[src/rtl/tlbc_pkg.sv]
package tlbc_pkg;

  localparam int DW = 20;
  localparam int PW = 16;
  localparam int AW = 8;

  localparam logic [AW-1:0] CTRL_OFS   = 8'h00;
  localparam logic [AW-1:0] ALIGN_OFS  = 8'h04;
  localparam logic [AW-1:0] STATUS_OFS = 8'h08;
  localparam logic [AW-1:0] ERRCNT_OFS = 8'h0C;

  localparam int CTRL_MODE_LSB = 0;
  localparam int CTRL_SUB_LSB  = 2;
  localparam int CTRL_DBL_BIT  = 4;
  localparam int CTRL_DUP_BIT  = 5;

  localparam int ST_LB_LSB   = 0;
  localparam int ST_ALN_BIT  = 3;
  localparam int ST_LOCK_BIT = 4;
  localparam int ST_ENC_BIT  = 5;
  localparam int ST_BSER_BIT = 6;

  localparam logic [7:0]    PAT_STEP      = 8'h02;
  localparam logic [15:0]   ERR_MAX       = 16'hFFFF;
  localparam logic [DW-1:0] ALIGN_RST     = 20'h0_0000;

  typedef enum logic [1:0] {
    TLBC_FM_BASIC,
    TLBC_FM_PCIE,
    TLBC_FM_OTHER
  } tlbc_fmode_t;

  typedef enum logic [1:0] {
    TLBC_SUB_NONE,
    TLBC_SUB_BIST,
    TLBC_SUB_REVS,
    TLBC_SUB_PRECDR
  } tlbc_sub_t;

  typedef enum logic [2:0] {
    TLBC_LB_NONE,
    TLBC_LB_SER,
    TLBC_LB_PAR,
    TLBC_LB_REVS,
    TLBC_LB_PRECDR,
    TLBC_LB_PCIE
  } tlbc_lb_t;

  typedef struct packed {
    logic [1:0] mode;
    logic [1:0] sub;
    logic       dbl;
    logic       duplex;
  } tlbc_cfg_t;

  typedef struct packed {
    logic [AW-1:0] addr;
    logic [31:0]   wdata;
    logic          wr;
    logic          rd;
  } tlbc_bus_req_t;

  typedef struct packed {
    tlbc_cfg_t     cfg;
    logic [DW-1:0] align_pat;
    tlbc_lb_t      lb;
    logic [DW-1:0] tx_word;
    logic [DW-1:0] rx_word;
    logic [DW-1:0] cdr_word;
    logic [DW-1:0] rm_word;
    logic [DW-1:0] line_tx;
    logic [DW-1:0] fab_rx;
    logic          aligned;
    logic [7:0]    gen_cnt;
    logic [7:0]    exp_cnt;
    logic          lock;
    logic [15:0]   err_cnt;
    logic          err_pulse;
    logic          err_flag;
    logic [31:0]   rdata;
  } tlbc_state_t;

endpackage

[src/rtl/tlbc_top.sv]
// Implementation choices: the register offsets and the strobed register port.
`timescale 1ns/1ps
`default_nettype none
module tlbc_top (
  input  wire logic                   ref_clk,
  input  wire logic                   rst,
  input  wire tlbc_pkg::tlbc_bus_req_t bus_req,
  output logic [31:0]                 bus_rdata,
  input  wire logic                   serial_lpbk_en,
  input  wire logic                   detect_rx_lpbk,
  input  wire logic                   rx_digital_reset,
  input  wire logic [tlbc_pkg::DW-1:0] fab_tx_data,
  output logic [tlbc_pkg::DW-1:0]     fab_rx_data,
  input  wire logic [tlbc_pkg::DW-1:0] line_rx_data,
  output logic [tlbc_pkg::DW-1:0]     line_tx_data,
  output logic [2:0]                  lb_active,
  output logic                        bist_err
);
  import tlbc_pkg::*;

  tlbc_state_t q;
  tlbc_state_t d;

  tlbc_lb_t      lb_sel;
  logic [DW-1:0] rx_src;
  logic [DW-1:0] tx_src;
  logic [DW-1:0] line_src;
  logic [PW-1:0] pat_word;
  logic [PW-1:0] exp_word;
  logic          rx_clr;

  // Loopback selection is a strict priority chain so two paths can never be live together.
  always_comb begin
    lb_sel = TLBC_LB_NONE;
    if (q.cfg.mode == TLBC_FM_PCIE) begin
      if (detect_rx_lpbk) begin
        lb_sel = TLBC_LB_PCIE;
      end
    end else if (q.cfg.mode == TLBC_FM_BASIC && q.cfg.sub == TLBC_SUB_BIST) begin
      if (q.cfg.duplex) begin
        lb_sel = TLBC_LB_PAR;
      end
    end else if (q.cfg.mode == TLBC_FM_BASIC && q.cfg.sub == TLBC_SUB_REVS) begin
      lb_sel = TLBC_LB_REVS;
    end else if (q.cfg.mode == TLBC_FM_BASIC && q.cfg.sub == TLBC_SUB_PRECDR) begin
      lb_sel = TLBC_LB_PRECDR;
    end else if (serial_lpbk_en) begin
      lb_sel = TLBC_LB_SER;
    end
  end

  always_comb begin
    pat_word = {q.gen_cnt + 8'h01, q.gen_cnt};
    exp_word = {q.exp_cnt + 8'h01, q.exp_cnt};
    // Receiver state restarts when the path changes; the fabric reset covers the same window.
    rx_clr   = rx_digital_reset || (lb_sel != q.lb);
  end

  // Data steering between fabric, PCS and line.
  always_comb begin
    tx_src   = fab_tx_data;
    rx_src   = line_rx_data;
    line_src = q.tx_word;
    case (q.lb)
      TLBC_LB_NONE: begin
        tx_src   = fab_tx_data;
        rx_src   = line_rx_data;
        line_src = q.tx_word;
      end
      TLBC_LB_SER: begin
        rx_src   = q.tx_word;
        line_src = q.tx_word;
      end
      TLBC_LB_PAR: begin
        tx_src   = {{(DW-PW){1'b0}}, pat_word};
        rx_src   = q.tx_word;
        line_src = q.tx_word;
      end
      TLBC_LB_REVS: begin
        line_src = q.cdr_word;
      end
      TLBC_LB_PRECDR: begin
        line_src = line_rx_data;
      end
      TLBC_LB_PCIE: begin
        line_src = q.rm_word;
      end
      default: begin
        tx_src   = fab_tx_data;
        rx_src   = line_rx_data;
        line_src = q.tx_word;
      end
    endcase
  end

  always_comb begin
    d           = q;
    d.err_pulse = 1'b0;
    d.lb        = lb_sel;
    d.tx_word   = tx_src;
    d.rx_word   = rx_src;
    d.cdr_word  = line_rx_data;
    d.rm_word   = q.rx_word;
    d.line_tx   = line_src;
    // Test data goes out on the line but not to the fabric; the fabric sees idle zeros.
    if (q.lb == TLBC_LB_PAR) begin
      d.fab_rx = '0;
    end else begin
      d.fab_rx = q.rx_word;
    end

    if (rx_clr) begin
      d.aligned = 1'b0;
    end else if (q.rx_word == q.align_pat) begin
      d.aligned = 1'b1;
    end

    if (q.lb == TLBC_LB_PAR) begin
      d.gen_cnt = q.gen_cnt + PAT_STEP;
    end else begin
      d.gen_cnt = '0;
    end

    if (rx_clr || q.lb != TLBC_LB_PAR) begin
      d.exp_cnt = '0;
      d.lock    = 1'b0;
    end else if (q.rx_word[PW-1:0] == exp_word) begin
      d.exp_cnt = q.exp_cnt + PAT_STEP;
      d.lock    = 1'b1;
    end else begin
      // Resynchronise on the received word so one slip costs one error, not a burst.
      d.exp_cnt   = q.rx_word[7:0] + PAT_STEP;
      d.err_pulse = q.lock;
    end

    d.rdata = '0;
    if (bus_req.rd) begin
      case (bus_req.addr)
        CTRL_OFS:   d.rdata = {26'h000_0000, q.cfg};
        ALIGN_OFS:  d.rdata = {12'h000, q.align_pat};
        STATUS_OFS: begin
          d.rdata[ST_LB_LSB +: 3] = q.lb;
          d.rdata[ST_ALN_BIT]     = q.aligned;
          d.rdata[ST_LOCK_BIT]    = q.lock;
          d.rdata[ST_ENC_BIT]     = (q.lb == TLBC_LB_PAR);
          d.rdata[ST_BSER_BIT]    = (q.lb == TLBC_LB_PAR) && !q.cfg.dbl;
        end
        ERRCNT_OFS: d.rdata = {16'h0000, q.err_cnt};
        default:    d.rdata = '0;
      endcase
    end

    if (bus_req.wr) begin
      case (bus_req.addr)
        CTRL_OFS: begin
          d.cfg.mode   = bus_req.wdata[CTRL_MODE_LSB +: 2];
          d.cfg.sub    = bus_req.wdata[CTRL_SUB_LSB +: 2];
          d.cfg.dbl    = bus_req.wdata[CTRL_DBL_BIT];
          d.cfg.duplex = bus_req.wdata[CTRL_DUP_BIT];
        end
        ALIGN_OFS: d.align_pat = bus_req.wdata[DW-1:0];
        default: begin
          d.cfg = q.cfg;
        end
      endcase
    end

    // A new error in the clearing cycle survives as a count of one.
    if (bus_req.wr && bus_req.addr == ERRCNT_OFS) begin
      d.err_cnt = {15'h0000, d.err_pulse};
    end else if (d.err_pulse && q.err_cnt != ERR_MAX) begin
      d.err_cnt = q.err_cnt + 16'h0001;
    end
    // The error level is registered so the output pin comes straight from a flop.
    d.err_flag = (d.err_cnt != 16'h0000);
  end

  always_ff @(posedge ref_clk) begin
    if (rst) begin
      q           <= '0;
      q.cfg.mode  <= TLBC_FM_BASIC;
      q.cfg.sub   <= TLBC_SUB_NONE;
      q.align_pat <= ALIGN_RST;
      q.lb        <= TLBC_LB_NONE;
    end else begin
      q <= d;
    end
  end

  always_comb begin
    bus_rdata    = q.rdata;
    fab_rx_data  = q.fab_rx;
    line_tx_data = q.line_tx;
    lb_active    = q.lb;
    bist_err     = q.err_flag;
  end

endmodule
`default_nettype wire

[config.mk]
export PLATFORM = sky130hd
export DESIGN_NAME = tlbc_top
export DESIGN_NICKNAME = d
export VERILOG_FILES = /design/src/rtl/tlbc_pkg.sv /design/src/rtl/tlbc_top.sv
export SDC_FILE = /design/constraint.sdc
export NUM_CORES = 1
export LEC_CHECK = 0
export BUFFER_PORTS_ARGS = -buffer_cell sky130_fd_sc_hd__buf_2
export CAP_MARGIN = 0
export CORE_MARGIN = 1
export CORE_UTILIZATION = 35
export CTS_CLUSTER_SIZE = 16
export DETAILED_ROUTE_END_ITERATION = 10
export SLEW_MARGIN = 20
export SYNTH_ARGS = -nofsm -noshare
export SYNTH_HDL_FRONTEND = slang
export SYNTH_SLANG_ARGS = --single-unit
[constraint.sdc]
create_clock -name ref_clk -period 3.11 [get_ports ref_clk]
set_clock_uncertainty 0.05 [all_clocks]
set_input_delay 0.1555 -clock ref_clk [delete_from_list [all_inputs] [get_ports ref_clk]]
set_output_delay 0.1555 -clock ref_clk [all_outputs]
set_load 0.01 [all_outputs]
==> run_results.csv <==
group,metric,value,unit
outcome,status,"completed",
clock_tree,cts_buffer_depth,3,
worst_setup_path,cp.arrival,3.17,ns
synthesis,synth.avg_cell_area,9.13,µm²
detailed_routing,wl,23300,µm
worst_setup_path,end_kind,"flip-flop",
synthesis,synth_cells,951,
timing,fin_crit,2.88,ns
die,io_pins,163,
timing,fin_crit_sh,92.5,%
global_routing,grt_max_degree,73,
synthesis,yosys-top-cells-count,"dfxtp_1 (203), nor2_1 (98), nand2_1 (91)",
clock_tree,cts_tree,"yes",
worst_setup_path,cp-start-kind,"flip-flop",
detailed_routing,vias,6863,
detailed_routing,via_per_inst,4.83,
die,die_x,159,µm
clock_tree,cts_buffers,22,
die,coreArea,24300,µm²
synthesis,async_flop_share,0,%
synthesis,synth_area_leaders,"dfxtp_1 (47%), buf_4 (6.5%), mux2i_1 (4.3%), nor2_1 (4.2%), nand2_1 (3.9%)",
power_and_ir_drop,cellPowerDensity,572,nW/µm²
synthesis,synth.distinct_cells,58,
die,rows,57,
power_and_ir_drop,cellLeakagePower,4.53,nW
timing,max_freq,348,MHz
detailed_routing,first_iter_violations,432,
synthesis,synth_top_cell_by_area,"dfxtp_1",
worst_setup_path,reg2reg_slack,0.23,ns
worst_setup_path,cp-startpoint,"q[215]",
timing,final.setup.tns,0,ns
synthesis,synth.most_common_cell,"dfxtp_1",
die,start_util,35.7,%
finish,stdcell_area,10700,µm²
die,die_area,25400,µm²
detailed_routing,first_pass_iters,5,
finish,layout-drive-gt1-share,21.6,%
global_routing,grt_usage,18.2,%
placement,globalplace.congestion,0.852,
finish,diodes,0,
worst_setup_path,cpPeakStageDelay,0.50,ns
worst_setup_path,crit-reg2reg-launch,"q[215]",
worst_setup_path,critical_path.max_fanout,11,
finish,area_growth,23.5,%
timing,max_slew_margin,47.4,%
worst_setup_path,cp_top_family,"simple AND/OR/NAND/NOR gates",
timing,rsz0062_at_grt,"no",
power_and_ir_drop,vdd_ir_drop_max,350,µV
worst_setup_path,cp-endpoint,"bist_err",
synthesis,synthDominantCellAreaShare,46.8,%
worst_setup_path,crit_cells,9,
run,maxCapViolCount,0,
finish,nNetsFinal,1174,
worst_setup_path,crit_buf_inv,0,
worst_setup_path,worstSetupPathType,"flip-flop to flip-flop",
clock_tree,h-tree-depth,1,
global_routing,grt_antenna_before_repair,0,
worst_setup_path,r2r-end,"bist_err",
timing,slew_violations,0,
clock_tree,clockRootBuffer,"clkbuf_16",
synthesis,synth_area,8680,µm²
timing,tightestPinTransition,0.787,ns
clock_tree,clkTransAtPathRegs,0.06,ns
timing,hold_ws,0.00537,ns
worst_setup_path,crit_chain,"and2_1, o32ai_1, and3_2, nand2b_4, nor2_1, o221ai_1, nor4_1, and3_1, o22ai_1",
synthesis,synthFlopType,"dfxtp_1",
worst_setup_path,worstPathRequired,3.40,ns
placement,placed_area,9270,µm²
clock_tree,postCtsSetupRepairBufs,0,
global_routing,grt_pass1_vias,6692,
detailed_routing,antenna_left,0,
synthesis,synth-seq-cells,203,
clock_tree,clock-sinks,203,
synthesis,ys_warn_count,0,
global_routing,grt_remaining_overflow,0,
timing,hold_violations,0,
placement,dpl.hpwl,16300,µm
placement,numPortBuffers,138,
detailed_routing,drc_errors,0,
synthesis,synth_edf_count,0,
worst_setup_path,reg2regPathDepth,9,
synthesis,ys_seq_area_share,46.8,%
detailed_routing,wl_per_cell,16.4,µm
die,die_h,159,µm
clock_tree,worstSkewPairLatency,0.52,ns
timing,setup_viol,0,
global_routing,grt_pass1_wl,36600,µm
hold_path,hp-class,"input port to flip-flop",
worst_setup_path,cpMaxStageDelayCell,"nor2_1",
stage by stage:
step | total power, mW | std cells | util [%] | setup WS (ns)
after floorplan | 3.02 | 962 | - | 0.369
after global placement | 3.15 | 1322 | 38.1 | 0.254
after detailed placement | 3.15 | 1322 | 38.1 | 0.161
after CTS | 6.18 | 1422 | 44.0 | 0.138
after global routing | 6.33 | 1422 | 44.1 | 0.0239
final | 6.13 | 1422 | 44.1 | 0.233
sequential cells by signal (all words and copies together), names as in the netlist:
signal,count
bist_err,1
bus_rdata,20
d,20
exp_word,8
fab_rx_data,20
lb_active,3
line_tx_data,20
pat_word,7
q,104
cell type report:
type / count / area (µm²)
tap: 324 / 405
inverter: 5 / 18.8
multi-input combinational: 622 / 3870
clock inverter: 10 / 211
sequential: 203 / 4060
clock buffer: 29 / 617
timing repair buffer: 229 / 1530
fill: 2336 / 13600
cell usage in the layout, fill, tap and decap left out, types with 17 or more instances in the layout:
cell | netlist | layout
nor2_1 | 98 | 97
buf_4 | 75 | 31
dfxtp_1 | 203 | 203
xor2_1 | 23 | 23
and2_1 | 28 | 28
nand2_1 | 91 | 91
xnor2_1 | 37 | 37
nor3_1 | 20 | 19
dlygate4sd3_1 | 0 | 61
buf_2 | 2 | 137
nor2b_1 | 46 | 46
a21oi_1 | 61 | 61
clkbuf_16 | 0 | 22
nand3_1 | 17 | 17
mux2i_1 | 37 | 37
cells by family after synthesis:
group	after synthesis	share of synthesized area, %
xor+xnor	60	6.05
mux	55	7.29
simple gates	370	21.5
flops	203	46.8
fa+ha+maj	4	0.577
buf+inv	137	9.20
other cells	1	0.0432
compound gates	121	8.55
worst reg2reg max path, cell delays in order, from the launching register on:
cell and delay, ns:
dfxtp_1 0.37, and2_1 0.16, o32ai_1 0.37, and3_2 0.35, nand2b_4 0.11, nor2_1 0.51
o221ai_1 0.21, nor4_1 0.33, and3_1 0.20, o22ai_1 0.08
power breakdown:
part | switching [mW] | total [mW] | internal (mW)
registers | 0.0433 | 2.72 | 2.68
logic | 0.216 | 0.435 | 0.218
clock network | 1.08 | 2.97 | 1.89
worst min-delay path by stage:
| stage | startpoint | end | cells after the start |
|---|---|---|---|
| finish | rx_digital_reset | q[67] | 3 |
| global placement | fab_tx_data[19] | q[187] | 2 |
| floorplan | fab_tx_data[8] | q[176] | 2 |
| detailed placement | fab_tx_data[16] | q[184] | 2 |
| global route | rx_digital_reset | q[67] | 3 |
| CTS | rx_digital_reset | q[67] | 3 |
metal layers:
| metal | GRT usage [%] | vias up | wire length (µm) | share of wire (%) |
|---|---|---|---|---|
| met1 | 25.1 | 3242 | 11100 | 48 |
| met2 | 29.4 | 208 | 10600 | 46 |
| met4 | 4.98 | 0 | 449 | 1.9 |
| met3 | 2.92 | 31 | 1130 | 4.8 |
| met5 | 0 | - | 0 | 0 |
| li1 | - | 3382 | - | - |
repair_timing:
| action | in CTS | in global routing |
|---|---|---|
| hold endpoints to repair | 95 | 0 |
| hold buffers | 61 | 0 |
| resized for setup | 0 | 3 |
| setup endpoints to repair | 0 | 1 |
Note: power is estimated with default switching activity, not from simulation.
